--- config.mk ---
export PLATFORM = sky130hd
export DESIGN_NAME = cos_status
export DESIGN_NICKNAME = d
export VERILOG_FILES = /design/src/include/cos_pkg.sv /design/src/rtl/cos_coin_cmp.sv /design/src/rtl/cos_status.sv
export VERILOG_INCLUDE_DIRS = /design/src /design/src/include
export SDC_FILE = /design/constraint.sdc
export NUM_CORES = 1
export LEC_CHECK = 0
export ABC_AREA = 0
export BUFFER_PORTS_ARGS = -buffer_cell sky130_fd_sc_hd__buf_4
export CAP_MARGIN = 20
export CORE_UTILIZATION = 60
export CTS_BUF_LIST = sky130_fd_sc_hd__clkbuf_4 sky130_fd_sc_hd__clkbuf_8
export DETAILED_ROUTE_END_ITERATION = 7
export PLACE_DENSITY = 0.9
export SLEW_MARGIN = 5
export SYNTH_ARGS = -nofsm -noshare
export SYNTH_HDL_FRONTEND = slang
export SYNTH_SLANG_ARGS = --single-unit
--- constraint.sdc ---
create_clock -name clk_in -period 2.62 [get_ports clk_in]
set_input_delay 0.131 -clock clk_in [delete_from_list [all_inputs] [get_ports clk_in]]
set_output_delay 0.131 -clock clk_in [all_outputs]
set_load 0.02 [all_outputs]
--- src/include/cos_params.svh ---
`ifndef COS_PARAMS_SVH
`define COS_PARAMS_SVH

// Condition word layout
`define COS_COND_W        16
`define COS_COND_RESET    16'h0000
`define COS_BIT_CAL       0
`define COS_BIT_SETTLE    1
`define COS_BIT_RANGE     2
`define COS_BIT_MEASURE   4
`define COS_BIT_ARM       6
`define COS_BIT_AZERO     7
`define COS_BIT_TEST      8
`define COS_BIT_ABORT     9
// Bits that may ever read as one
`define COS_COND_USED     16'h03d7

// Time interval results are in picoseconds
`define COS_TINT_W        32
`define COS_NOM_DELAY_NS  1.8
`define COS_NOM_DELAY_PS  32'h0000_0708
`define COS_COIN_TOL_PS   32'h0000_0064

`endif

--- src/include/cos_pkg.sv ---
`default_nettype none

package cos_pkg;

  // Activity start and end strobes from the instrument sequencer
  typedef struct packed {
    logic cal_start;
    logic cal_done;
    logic func_change;
    logic range_change;
    logic settled;
    logic autorange_start;
    logic range_found;
    logic start_measure_command;
    logic meas_done;
    logic arm_wait;
    logic arm_received;
    logic azero_start;
    logic azero_done;
    logic test_start;
    logic test_done;
    logic abort_start;
    logic abort_done;
  } cos_act_t;

  // Gate setup of the current measurement
  typedef struct packed {
    logic        ext_gate;
    logic [31:0] event_count;
    logic [31:0] aperture_events;
  } cos_gate_t;

  // Result path classification
  typedef enum logic [1:0] {
    COS_PATH_IDLE,
    COS_PATH_SHOT,
    COS_PATH_GATED
  } cos_path_t;

endpackage

`default_nettype wire

--- src/rtl/cos_coin_cmp.sv ---
`timescale 1ns/10ps
`default_nettype none
`include "cos_params.svh"

module cos_coin_cmp #(
  parameter int TINT_W = `COS_TINT_W
) (
  // Compare operands
  input  wire logic [TINT_W-1:0] tint_in,
  input  wire logic [TINT_W-1:0] cal_delay_in,
  input  wire logic [TINT_W-1:0] tol_in,
  // Result
  output logic                   coin_out
);

  // Distance between two unsigned values
  function automatic logic [TINT_W-1:0] abs_diff(input logic [TINT_W-1:0] a,
                                                 input logic [TINT_W-1:0] b);
    abs_diff = (a > b) ? (a - b) : (b - a);
  endfunction

  // Result lies within the tolerance band around the calibrated delay
  assign coin_out = (abs_diff(tint_in, cal_delay_in) <= tol_in);

endmodule
`default_nettype wire

--- src/rtl/cos_status.sv ---
// What this block does
// Flag results near calibrated front-end delay
// Single shot: substitute delay, no error
// Continuous/array: test each, substitute, no error
// Gated: test at gate end, error
// Gated coincidence error goes to status
// Query returns live word, zero after reset
// Bit 0 high during operation_a
// Bit 1 set on change until settled
// Bit 2 high during auto-ranging
// Bit 4 from start until done/abort
// Bit 6 high while awaiting arm
// Bit 7 high during auto-zero
// Bit 8 high during self-test
// Bit 9 high while aborting
// Unused bits zero; reads change nothing
`timescale 1ns/10ps
`default_nettype none
`include "cos_params.svh"

module cos_status
  import cos_pkg::*;
#(
  parameter int                  TINT_W    = `COS_TINT_W,
  parameter logic [TINT_W-1:0]   COIN_TOL  = `COS_COIN_TOL_PS
) (
  // Clock and reset
  input  wire logic                  clk_in,
  input  wire logic                  rst_in,
  // Activity strobes
  input  wire cos_act_t              act_in,
  // Condition query
  input  wire logic                  query_in,
  output logic                       cond_valid_out,
  output logic [`COS_COND_W-1:0]     cond_word_out,
  // Measurement results
  input  wire cos_gate_t             gate_in,
  input  wire logic                  tint_valid_in,
  input  wire logic                  gate_end_in,
  input  wire logic [TINT_W-1:0]     tint_in,
  input  wire logic [TINT_W-1:0]     cal_delay_in,
  output logic                       res_valid_out,
  output logic [TINT_W-1:0]          res_out,
  output logic                       coin_flag_out,
  output logic                       coin_error_out
);

  // Condition, query and result state
  logic [`COS_COND_W-1:0] cond_ff;
  logic [`COS_COND_W-1:0] nxt_cond;
  logic                   coin;
  logic                   gated;
  cos_path_t              path;
  logic                   cond_valid_ff;
  logic [`COS_COND_W-1:0] cond_word_ff;
  logic                   res_valid_ff;
  logic [TINT_W-1:0]      res_ff;
  logic                   coin_flag_ff;
  logic                   coin_error_ff;

  // Set has priority over clear so a start never gets lost
  function automatic logic set_clr(input logic cur, input logic set, input logic clr);
    set_clr = set | (cur & ~clr);
  endfunction

  // A measurement is gated if an external gate or multi-event window is used
  function automatic logic is_gated(input cos_gate_t g);
    is_gated = g.ext_gate | (g.event_count > 32'h1) | (g.aperture_events > 32'h1);
  endfunction

  // Next condition word from activity strobes
  always_comb begin
    nxt_cond = `COS_COND_RESET;
    nxt_cond[`COS_BIT_CAL] = set_clr(cond_ff[`COS_BIT_CAL],
                                     act_in.cal_start, act_in.cal_done);
    nxt_cond[`COS_BIT_SETTLE] = set_clr(cond_ff[`COS_BIT_SETTLE],
                                        act_in.func_change | act_in.range_change,
                                        act_in.settled);
    nxt_cond[`COS_BIT_RANGE] = set_clr(cond_ff[`COS_BIT_RANGE],
                                       act_in.autorange_start, act_in.range_found);
    nxt_cond[`COS_BIT_MEASURE] = set_clr(cond_ff[`COS_BIT_MEASURE],
                                         act_in.start_measure_command,
                                         act_in.meas_done | act_in.abort_done);
    nxt_cond[`COS_BIT_ARM] = set_clr(cond_ff[`COS_BIT_ARM],
                                     act_in.arm_wait, act_in.arm_received);
    nxt_cond[`COS_BIT_AZERO] = set_clr(cond_ff[`COS_BIT_AZERO],
                                       act_in.azero_start, act_in.azero_done);
    nxt_cond[`COS_BIT_TEST] = set_clr(cond_ff[`COS_BIT_TEST],
                                      act_in.test_start, act_in.test_done);
    nxt_cond[`COS_BIT_ABORT] = set_clr(cond_ff[`COS_BIT_ABORT],
                                       act_in.abort_start, act_in.abort_done);
  end

  // Live condition word
  always_ff @(posedge clk_in or posedge rst_in) begin
    if (rst_in) begin
      cond_ff <= `COS_COND_RESET;
    end else begin
      cond_ff <= nxt_cond;
    end
  end

  // Query answer, a snapshot that leaves the live word untouched
  always_ff @(posedge clk_in or posedge rst_in) begin
    if (rst_in) begin
      cond_valid_ff <= 1'b0;
      cond_word_ff  <= `COS_COND_RESET;
    end else begin
      cond_valid_ff <= query_in;
      if (query_in) begin
        cond_word_ff <= cond_ff & `COS_COND_USED;
      end
    end
  end

  // Registered query outputs
  assign cond_valid_out = cond_valid_ff;
  assign cond_word_out  = cond_word_ff;

  // Coincidence comparator
  cos_coin_cmp #(
    .TINT_W       (TINT_W)
  ) u_coin (
    .tint_in      (tint_in),
    .cal_delay_in (cal_delay_in),
    .tol_in       (COIN_TOL),
    .coin_out     (coin)
  );

  assign gated = is_gated(gate_in);

  // Classify the result now offered
  always_comb begin
    if (!tint_valid_in) begin
      path = COS_PATH_IDLE;
    end else if (gated) begin
      path = COS_PATH_GATED;
    end else begin
      path = COS_PATH_SHOT;
    end
  end

  // Result and coincidence handling
  always_ff @(posedge clk_in or posedge rst_in) begin
    if (rst_in) begin
      res_valid_ff  <= 1'b0;
      res_ff        <= '0;
      coin_flag_ff  <= 1'b0;
      coin_error_ff <= 1'b0;
    end else begin
      res_valid_ff  <= 1'b0;
      coin_error_ff <= 1'b0;
      case (path)
        COS_PATH_SHOT: begin
          res_valid_ff <= 1'b1;
          coin_flag_ff <= coin;
          res_ff       <= coin ? cal_delay_in : tint_in;
        end
        COS_PATH_GATED: begin
          if (gate_end_in) begin
            res_valid_ff  <= 1'b1;
            res_ff        <= tint_in;
            coin_flag_ff  <= coin;
            coin_error_ff <= coin;
          end
        end
        COS_PATH_IDLE: begin
          res_valid_ff <= 1'b0;
        end
        default: begin
          res_valid_ff <= 1'b0;
        end
      endcase
    end
  end

  // Registered result outputs
  assign res_valid_out  = res_valid_ff;
  assign res_out        = res_ff;
  assign coin_flag_out  = coin_flag_ff;
  assign coin_error_out = coin_error_ff;
endmodule
`default_nettype wire

==> flow_metrics.tcl, run 1 <==
set metrics [dict create \
    haltStage "4_1_cts" \
    synthCells 971 \
    die_w_um 111.8 \
    num_rows 39 \
    cts_resized 193 \
    cts_setup_buffers 36 \
    port-buffer-count 192 \
    initial_core_util_pct 62.60 \
    yosys_warnings 0 \
    clock-root-buffer "clkbuf_8" \
    synth_edf_count 0 \
    gp_congestion 1.109 \
    yosysSeqAreaShare_pct 17.97 \
    synth_area_um2 7239 \
    ios 203 \
    synthFlopType "dfrtp_1" \
    syn_avg_cell_area_um2 7.456 \
    numCtsBuffers 5 \
    htreeDepth 2 \
    synth_seq_cells 52 \
    error "[ERROR DPL-0038] Utilization greater than 100%, impossible to legalize" \
    fp.dieH_um 111.8 \
    cts.sinks 52 \
    place_inst 1484 \
    dp_hpwl_um 28750 \
    max-clock-path-buffers 2 \
    run_status "stopped before the end" \
    cts_hold_buf 5 \
    synthDistinctLibCells 84 \
    ys_async_sr_fraction_pct 100.0 \
]
-- cells in the mapped netlist, types with 6 or more instances --
cell | number | share of area, %
a21oi_1 | 89 | 6.2
ha_1 | 63 | 11
xnor2_1 | 7 | 0.85
nor4_1 | 22 | 1.9
a211oi_1 | 11 | 1.1
buf_4 | 18 | 1.9
a21o_1 | 21 | 2.2
and4_1 | 9 | 1.1
dfrtp_1 | 52 | 18
o2111ai_1 | 7 | 0.85
a21oi_2 | 6 | 0.73
o21a_1 | 11 | 1.1
nand3_1 | 11 | 0.76
nand2b_1 | 7 | 0.60
a21boi_0 | 6 | 0.62
or4_1 | 35 | 3.6
clkbuf_1 | 25 | 1.3
nor2b_1 | 6 | 0.52
nand4_1 | 22 | 1.9
buf_2 | 25 | 1.7
inv_1 | 87 | 4.5
nand2_1 | 51 | 2.6
mux2i_1 | 7 | 0.97
xor2_1 | 9 | 1.1
and2_1 | 8 | 0.69
or3_1 | 13 | 1.1
o211ai_1 | 8 | 0.83
o31ai_1 | 35 | 3.6
a31oi_1 | 37 | 3.2
o21ai_1 | 10 | 0.69
o21bai_1 | 8 | 0.83
o21ai_0 | 58 | 4.0
mux2_2 | 9 | 1.4
nor3_1 | 17 | 1.2
nor2_1 | 71 | 3.7
-- metrics by stage --
stage                     setup slack [ps]  hold WS (ps)  TNS, ps  area (µm²)  util (%)
after detailed placement             -1433         317.2   -44340       10840     93.73
after global placement               -1081         315.2   -35970       10840     93.73
after floorplan                     -582.4         162.4   -18730        7846         -
-- logic make-up after synthesis --
kind of cell,count (synthesis),share of synthesized area (%)
xor gates and xnor gates,16,1.936
AOI/OAI and AO/OA,358,32.77
other,1,0.05180
DFF,52,17.97
adders and majority gates,63,10.89
muxes,16,2.368
buffers and inverters,159,9.817
and+or+nand+nor,306,24.20
==> run 2: changes to the inputs <==
--- a/config.mk
+++ b/config.mk
@@ -9,10 +9,9 @@
 export ABC_AREA = 0
 export BUFFER_PORTS_ARGS = -buffer_cell sky130_fd_sc_hd__buf_4
 export CAP_MARGIN = 20
-export CORE_UTILIZATION = 60
-export CTS_BUF_LIST = sky130_fd_sc_hd__clkbuf_4 sky130_fd_sc_hd__clkbuf_8
+export CORE_UTILIZATION = 40
 export DETAILED_ROUTE_END_ITERATION = 7
-export PLACE_DENSITY = 0.9
+export PLACE_DENSITY_LB_ADDON = 0.15
 export SLEW_MARGIN = 5
 export SYNTH_ARGS = -nofsm -noshare
 export SYNTH_HDL_FRONTEND = slang
==> flow_metrics.tcl, run 2 <==
set metrics [dict create \
    clock-root-buffer "clkbuf_16" \
    violations "negative setup slack" \
    drive_above_1_share_pct 48.54 \
    dr_total_vias 9557 \
    fin_util_pct 70.54 \
    dp_hpwl_um 25030 \
    grt_max_degree 37 \
    insertion_delay_ps 310 \
    fin_crit_ps 3510 \
    power.share.clock_pct 16.2 \
    startpoint_type "primary input" \
    ys_async_sr_fraction_pct 100.0 \
    drt-vias-per-instance 5.863 \
    worstSetupPathType "in -> reg" \
    first_pass_iters 5 \
    grt_usage_pct 32.40 \
    grt_pass1_vias 8619 \
    numCtsBuffers 5 \
    initial_core_util_pct 41.42 \
    slew_headroom_pct 63.67 \
    synth_area_um2 7239 \
    synth_area_leader_cell "dfrtp_1" \
    setup_viol 34 \
    p_int_mw 2.612 \
    path_clk_slew_ps 80 \
    synthDistinctLibCells 84 \
    pre_cts_slack_ps -1241 \
    synth_edf_count 0 \
    ys_top_cells_by_count "a21oi_1 (89), inv_1 (87), nor2_1 (71), ha_1 (63), o21ai_0 (58)" \
    grt_pass1_wl_um 46350 \
    place_inst 1585 \
    synth.most_common_cell "a21oi_1" \
    layout_worst_path_cycle_share_pct 134.0 \
    fp.dieH_um 136.5 \
    layout_commonest_cell "buf_4" \
    final_cells 1630 \
    worstMarginPinSlew_ps 539.3 \
    yosys_warnings 0 \
    rsz0062_at_grt "true" \
    cp.required_ps 2860 \
    max-clock-path-buffers 2 \
    cts_tree "yes" \
    netlist_top_cells_area "dfrtp_1 (18%), ha_1 (11%), a21oi_1 (6.2%)" \
    synthFlopType "dfrtp_1" \
    synthCells 971 \
    switchingPower_mw 1.864 \
    synth_seq_cells 52 \
    run_status "finished, violations left" \
    cp.arrival_ps 3750 \
    netlist.area_leader.share_pct 17.97 \
    path_max_fanout 14 \
    fin_nets 1618 \
    syn_avg_cell_area_um2 7.456 \
    htreeDepth 2 \
    gp_congestion 0.9754 \
    cts.sinks 52 \
    final-hold-violation-count 0 \
    hold_class "in -> reg" \
    most-common-layout-cells "buf_4 (448), a21oi_1 (68), inv_1 (67), nor2_1 (65), dfrtp_1 (52)" \
    slew_violations 0 \
    num_rows 48 \
    cap_viol_max_count 0 \
    swShare_pct 41.64 \
    finalWirelength_um 32340 \
    irDropWorstVdd_mv 0.2877 \
    yosysSeqAreaShare_pct 17.97 \
    synthToLayoutAreaGrowth_pct 70.29 \
    routedWlPerCell_um 19.84 \
    core_um2 17480 \
    antenna_found_initial 0 \
    drt_iter0_markers 852 \
    setup_slack_ps -889.8 \
    ant_nets 0 \
    port-buffer-count 192 \
    crit_path_end_kind "register" \
    cellPowerDensity_nw_per_um2 363.0 \
    hold_ws_ps 2.130 \
    max_freq_ghz 0.2849 \
    setup-tns-final_ps -26150 \
    drc_errors 0 \
    leakagePower_nw 5.515 \
    n_antenna_cell 0 \
    power_frac_seq_pct 21.2 \
    p_comb_share_pct 62.6 \
    finClkSkew_ps 3.306 \
    ios 203 \
    largest_reg_flops 32 \
    overflow 0 \
    die_w_um 136.5 \
    dieArea_um2 18640 \
]
==> run 2: cell counts after synthesis <==
No cell type changed its count.
==> run 2: final timing paths <==
path,start,end,slack (ps),cells past startpoint
setup reg to reg,cond_ff[4],cond_word_out[4],1820,1
setup / recovery,tint_in[7],res_out[0],-890,17
hold / removal,act_in[16],cond_ff[0],2,2
min in group asynchronous,rst_in,res_out[5],390,3
hold reg to reg,cond_ff[2],cond_ff[2],480,1
max in group asynchronous,rst_in,res_out[20],1420,4
==> run 2: cells by family after synthesis <==
logic type                 after synthesis  synth area share [%]
adders and majority gates               63                 10.89
and+or+nand+nor                        306                 24.20
buffers and inverters                  159                 9.817
AOI/OAI and AO/OA                      358                 32.77
xor gates and xnor gates                16                 1.936
DFF                                     52                 17.97
muxes                                   16                 2.368
other                                    1               0.05180
==> run 2: cell type report <==
cell class | count | area [µm²]
multi-input combinational | 767 | 6228
clock inverter | 3 | 27.53
timing repair buffer | 491 | 4015
inverter | 87 | 349.1
fill | 1441 | 5149
sequential | 52 | 1301
tap | 225 | 281.5
clock buffer | 5 | 125.1
==> run 2: critical path, cell delays in order <==
cell and delay (ps):
buf_4 140, inv_8 50, ha_4 200, buf_4 150
a211oi_1 260, o21bai_1 240, a22oi_2 390, and4_1 270
nor3_2 50, buf_4 140, a2111oi_4 240, and4b_2 310
o2111ai_4 180, buf_12 200, clkbuf_16 170, or4_1 410
a31oi_1 200
==> run 2: power by group through the flow <==
stage	clock network (mW)	logic, mW	registers [mW]
3_3_place_gp	0	2.40	0.960
4_1_cts	0.725	2.49	0.946
3_5_place_dp	0	2.42	0.963
2_1_floorplan	0	1.25	1.04
6_report	0.724	2.80	0.949
5_1_grt	0.748	2.97	0.956
==> run 2: repair_timing <==
action | CTS | global route
resized for setup | 38 | 117
setup endpoints to repair | 34 | 34
hold buffers | 2 | 0
endpoints found under the hold margin | 20 | 0
gates cloned | 1 | 6
buffers inserted | 3 | 26
pin swaps | 6 | 51
==> run 2: routing by layer <==
layer | GRT usage, % | vias up | part of all wire (%)
li1 | - | 4508 | -
met1 | 43.20 | 4577 | 42
met2 | 55.98 | 440 | 48
met3 | 3.037 | 32 | 8.4
met4 | 7.716 | 0 | 1.7
met5 | 0 | - | 0
==> run 2: metrics by stage <==
step / instance area, µm² / power, mW
after floorplan: 7846 / 2.294
after global placement: 11120 / 3.358
after detailed placement: 11120 / 3.381
after CTS: 11560 / 4.166
after global routing: 12330 / 4.672
final: 12330 / 4.476
(Power assumes the default switching activity.)
==> run 3: changes to the inputs <==
==> constraint.sdc (replaced) <==
create_clock -name clk_in -period 3.5 [get_ports clk_in]
set_input_delay 0.175 -clock clk_in [delete_from_list [all_inputs] [get_ports clk_in]]
set_output_delay 0.175 -clock clk_in [all_outputs]
set_load 0.02 [all_outputs]
==> flow_metrics.tcl, run 3 (synthesized netlist as in run 2, its figures left out) <==
set metrics [dict create \
    setup_viol 5 \
    worstPathCellList "buf_4 -> inv_1 -> ha_4 -> nand4_1 -> buf_4 -> nor3_1 -> a21oi_1 -> nand4b_1 -> o31ai_1 -> a2111oi_0 -> buf_4 -> and4b_2 -> o2111ai_4 -> buf_12 -> clkbuf_16 -> or4_1 -> a31oi_1" \
    most-common-layout-cells "buf_4 (481), inv_1 (78), a21oi_1 (70), nor2_1 (66), dfrtp_1 (52)" \
    r2r-start "cond_word_out[4]" \
    cp.arrival_ps 3760 \
    insertion_delay_ps 290 \
    drive_above_1_share_pct 48.16 \
    dp_hpwl_um 25560 \
    finClkSkew_ps 2.433 \
    antenna_found_initial 0 \
    power_mw 3.239 \
    clock-root-buffer "clkbuf_16" \
    grt_pass1_wl_um 44580 \
    worstSetupPathType "in -> reg" \
    drt_iter0_markers 761 \
    hold_ws_ps -4.028 \
    die_w_um 136.5 \
    cts.sinks 52 \
    path_clk_slew_ps 70 \
    path_max_fanout 14 \
    crit_path_frequent_cell "buf_4" \
    first_pass_iters 5 \
    cp.required_ps 3720 \
    core_um2 17480 \
    ant_nets 0 \
    layout_worst_path_cycle_share_pct 101.2 \
    dr_total_vias 9593 \
    switchingPower_mw 1.322 \
    largest_reg_flops 32 \
    dieArea_um2 18640 \
    drt-vias-per-instance 5.846 \
    initial_core_util_pct 41.42 \
    worstMarginPinSlew_ps 715.3 \
    max-clock-path-buffers 2 \
    leakagePower_nw 5.481 \
    swShare_pct 40.82 \
    slew_violations 0 \
    irDropWorstVdd_mv 0.2358 \
    grt_pass1_vias 8419 \
    num_rows 48 \
    n_antenna_cell 0 \
    p_int_mw 1.917 \
    slowest_delay_ps 440 \
    numCtsBuffers 5 \
    startpoint_type "primary input" \
    cts_hold_buf 0 \
    rsz0062_at_grt "true" \
    gp_congestion 0.9874 \
    finalWirelength_um 32630 \
    power.share.clock_pct 15.5 \
    crit_path_end_kind "register" \
    cap_viol_max_count 0 \
    slew_headroom_pct 52.24 \
    fp.dieH_um 136.5 \
    power_frac_seq_pct 21.7 \
    fin_crit_ps 3541 \
    htreeDepth 2 \
    max_freq_ghz 0.2824 \
    routedWlPerCell_um 19.88 \
    grt_usage_pct 31.46 \
    setup.worst_path.start "tint_in[18]" \
    r2r_cells 1 \
    port-buffer-count 192 \
    fin_nets 1629 \
    hold_class "in -> async" \
    run_status "finished, violations left" \
    layout_commonest_cell "buf_4" \
    cts_tree "yes" \
    drc_errors 0 \
    violations "negative hold slack, negative setup slack" \
    fillers 1411 \
    cellPowerDensity_nw_per_um2 265.4 \
    ios 203 \
    slowest_stage "or4_1" \
    overflow 0 \
    final-hold-violation-count 6 \
    p_comb_share_pct 62.8 \
    setup_slack_ps -41.20 \
    grt_max_degree 59 \
    synthToLayoutAreaGrowth_pct 68.61 \
    pre_cts_slack_ps -413.6 \
]
==> run 3: worst paths after layout <==
check | slack, ps | endpoint
worst max-delay path | -40 | res_out[30]
worst min register to register | 480 | cond_ff[2]
max in group asynchronous | 2750 | coin_flag_out
min in group clk_in | 60 | cond_ff[9]
worst min-delay path | -4 | res_out[1]
worst max register to register | 2740 | cond_word_out[4]
==> run 3: through the flow <==
step,area (µm²),hold WS [ps],std cells,TNS (ps),utilization [%]
detailed placement,10770,331.3,1599,-12370,61.61
global route,12210,55.96,1641,-3752,69.85
finish,12210,-4.028,1641,-69.56,69.85
global placement,10770,326.2,1599,-14070,61.61
CTS,10970,17.02,1607,0,62.77
floorplan,7266,206.4,978,0,-
==> run 3: final cells by class <==
class	count	area (µm²)	share of cell area [%]
Multi-Input combinational cell	767	6160	50.46
Timing Repair Buffer	502	3978	32.59
Sequential cell	52	1301	10.66
Inverter	87	334.1	2.737
Tap cell	225	281.5	2.306
Clock buffer	5	125.1	1.025
Clock inverter	3	27.53	0.2255
==> run 3: metal layers <==
layer | vias up | routed length [µm] | GRT usage [%]
met3 | 63 | 3029 | 3.519
li1 | 4533 | - | -
met4 | 0 | 873 | 8.951
met2 | 513 | 15050 | 50.82
met1 | 4484 | 13680 | 43.92
met5 | - | 0 | 0
==> run 3: power by group through the flow <==
stage | Combinational (mW) | Sequential [mW] | Clock, mW
5_1_grt | 2.16 | 0.709 | 0.532
4_1_cts | 1.77 | 0.703 | 0.509
2_1_floorplan | 0.823 | 0.782 | 0
3_5_place_dp | 1.75 | 0.715 | 0
3_3_place_gp | 1.73 | 0.713 | 0
6_report | 2.03 | 0.703 | 0.503
==> run 3: timing repair <==
| action | in CTS | in global routing |
|---|---|---|
| gates cloned | 0 | 5 |
| hold endpoints to repair | 0 | 0 |
| pin swaps | 0 | 53 |
| resized for setup | 14 | 190 |
| setup endpoints to repair | 32 | 33 |
| buffers inserted | 0 | 30 |
==> run 3: worst max-delay path: cells and delay by family <==
kind	cells	cell delay, ps
buffers and inverters	6	940
and+or+nand+nor	5	1450
adders and majority gates	1	310
AOI/OAI and AO/OA	5	880
==> run 4: changes to the inputs <==
--- a/config.mk
+++ b/config.mk
@@ -6,7 +6,7 @@
 export SDC_FILE = /design/constraint.sdc
 export NUM_CORES = 1
 export LEC_CHECK = 0
-export ABC_AREA = 0
+export ABC_AREA = 1
 export BUFFER_PORTS_ARGS = -buffer_cell sky130_fd_sc_hd__buf_4
 export CAP_MARGIN = 20
 export CORE_UTILIZATION = 40
==> flow_metrics.tcl, run 4 <==
set metrics [dict create \
    run_status "completed" \
    worstMarginPinSlew_ps 1057 \
    setup.worst_path.start "tint_in[9]" \
    r2r_end "cond_ff[4]" \
    path_clk_slew_ps 80 \
    die_w_um 137.7 \
    swShare_pct 43.86 \
    power.share.clock_pct 20.9 \
    netlist_top_cells_area "nand2_1 (26%), dfrtp_1 (18%), inv_1 (12%)" \
    final-hold-violation-count 0 \
    fp.dieH_um 137.7 \
    initial_core_util_pct 40.87 \
    ys_top_cells_by_count "nand2_1 (503), inv_1 (238), nand3_1 (138), nor2_1 (81), ha_1 (63)" \
    r2r-start "cond_ff[4]" \
    grt_usage_pct 28.08 \
    startpoint_type "primary input" \
    cp.required_ps 3690 \
    place_inst 1728 \
    yosys_warnings 0 \
    crit_path_frequent_cell "nand2_1" \
    drive_above_1_share_pct 17.24 \
    synthFlopType "dfrtp_1" \
    ios 203 \
    pre_cts_slack_ps 302.1 \
    cts_setup_buffers 0 \
    setup_viol 0 \
    drc_errors 0 \
    rsz0062_at_grt "false" \
    first_pass_iters 7 \
    cts_tree "yes" \
    switchingPower_mw 1.114 \
    p_int_mw 1.426 \
    syn_avg_cell_area_um2 5.590 \
    max_freq_ghz 0.3405 \
    cellPowerDensity_nw_per_um2 275.9 \
    slowest_stage "ha_1" \
    p_comb_share_pct 51.6 \
    crit_family "simple AND/OR/NAND/NOR gates" \
    power_frac_seq_pct 27.5 \
    r2r_cells 3 \
    netlist.area_leader.share_pct 25.63 \
    fin_nets 1721 \
    ant_nets 0 \
    antenna_found_initial 0 \
    power_mw 2.540 \
    insertion_delay_ps 310 \
    finalWirelength_um 26060 \
    drt_iter0_markers 528 \
    cts_resized 0 \
    layout_worst_path_cycle_share_pct 83.91 \
    irDropWorstVdd_mv 0.2412 \
    synthToLayoutAreaGrowth_pct 24.93 \
    worstSetupPathType "in -> reg" \
    clock-root-buffer "clkbuf_16" \
    ys_async_sr_fraction_pct 100.0 \
    htreeDepth 2 \
    synth_area_leader_cell "nand2_1" \
    fin_crit_ps 2937 \
    synthCells 1318 \
    num_rows 49 \
    drt-vias-per-instance 4.976 \
    synthDistinctLibCells 41 \
    hold_class "in -> reg" \
    cts_hold_buf 1 \
    slew_violations 0 \
    dieArea_um2 18960 \
    slowest_delay_ps 460 \
    cts.sinks 52 \
    setup-tns-final_ps 0 \
    synth_edf_count 0 \
    holdCritStartpoint "act_in[15]" \
    overflow 0 \
    synth_seq_cells 52 \
    worstPathCellList "buf_4 -> inv_1 -> ha_1 -> nand2_1 -> nor2_4 -> inv_2 -> nor3_2 -> nand2_1 -> nand2_1 -> nand2_1 -> nand2_1 -> nand2_1 -> nor2_1 -> nand2_1 -> nor2_1 -> nand2_1 -> nand2_1 -> nand3_2 -> nor2_4 -> buf_4 -> nand3_1 -> nand3_1 -> nand2_1" \
    n_antenna_cell 0 \
    synth_area_um2 7367 \
    fin_util_pct 51.06 \
    core_um2 18020 \
    synth.most_common_cell "nand2_1" \
    finClkSkew_ps 2.578 \
    hold-path-cell-count 2 \
    grt_pass1_vias 8056 \
    port-buffer-count 192 \
    layout_commonest_cell "nand2_1" \
    leakagePower_nw 5.541 \
    crit_path_end_kind "register" \
    numCtsBuffers 5 \
    rrSetupSlack_ps 2660 \
    dr_total_vias 8643 \
    path_buf_inv 4 \
    routedWlPerCell_um 15.00 \
    cp.arrival_ps 3130 \
    largest_reg_flops 32 \
    setup_slack_ps 563.0 \
    grt_pass1_wl_um 40540 \
    dp_hpwl_um 22850 \
    final_cells 1737 \
    grt_max_degree 34 \
    most-common-layout-cells "nand2_1 (503), inv_1 (237), buf_4 (203), nand3_1 (138), nor2_1 (81)" \
    hold_end "cond_ff[0]" \
    path_max_fanout 25 \
    cap_viol_max_count 0 \
    yosysSeqAreaShare_pct 17.66 \
    slew_headroom_pct 29.43 \
    gp_congestion 0.9552 \
    max-clock-path-buffers 2 \
]
[run 4: per-stage QoR]
step                instance area, µm²  hold slack (ps)
floorplan                         7393            206.4
global route                      9204            27.57
detailed placement                9035            310.6
global placement                  9035            307.0
finish                            9204            35.27
CTS                               9204            27.92
[run 4: kinds of logic (layout without fill, tap and decap cells)]
| kind of cell | count (synthesis) | in the layout | synth area share (%) |
|---|---|---|---|
| AND/OR/NAND/NOR | 798 | 798 | 46.35 |
| buffers and inverters | 285 | 468 | 15.59 |
| AO/OA/AOI/OAI | 106 | 106 | 8.101 |
| adder cells (fa/ha/maj) | 63 | 63 | 10.70 |
| flip-flops | 52 | 52 | 17.66 |
| XOR/XNOR | 13 | 13 | 1.546 |
| other | 1 | 8 | 0.05090 |
[run 4: layout make-up]
cell class	instances	area, µm²
clock buffer	5	125.1
clock inverter	3	33.78
fill	1984	8821
inverter	255	959.7
multi-input combinational	988	4943
sequential	52	1301
tap	229	286.5
timing repair buffer	205	1554
[run 4: layer usage]
metal | GRT usage [%] | part of all wire, % | vias up
li1 | - | - | 4429
met1 | 37.53 | 45 | 3905
met2 | 47.68 | 47 | 287
met3 | 3.569 | 5.9 | 22
met4 | 6.643 | 1.7 | 0
met5 | 0 | 0 | -
[run 4: worst max-delay path by stage]
stage	end	depth (start not counted)
3_3_place_gp	res_out[15]	23
4_1_cts	res_out[31]	23
3_5_place_dp	res_out[10]	23
5_1_grt	res_out[22]	21
2_1_floorplan	res_out[0]	25
6_report	res_out[31]	23
[run 4: power groups by stage]
stage	Combinational, mW	Clock (mW)	Sequential (mW)
2_1_floorplan	0.746	0	0.773
3_3_place_gp	1.29	0	0.708
3_5_place_dp	1.30	0	0.707
4_1_cts	1.30	0.543	0.698
5_1_grt	1.46	0.564	0.706
6_report	1.31	0.532	0.698
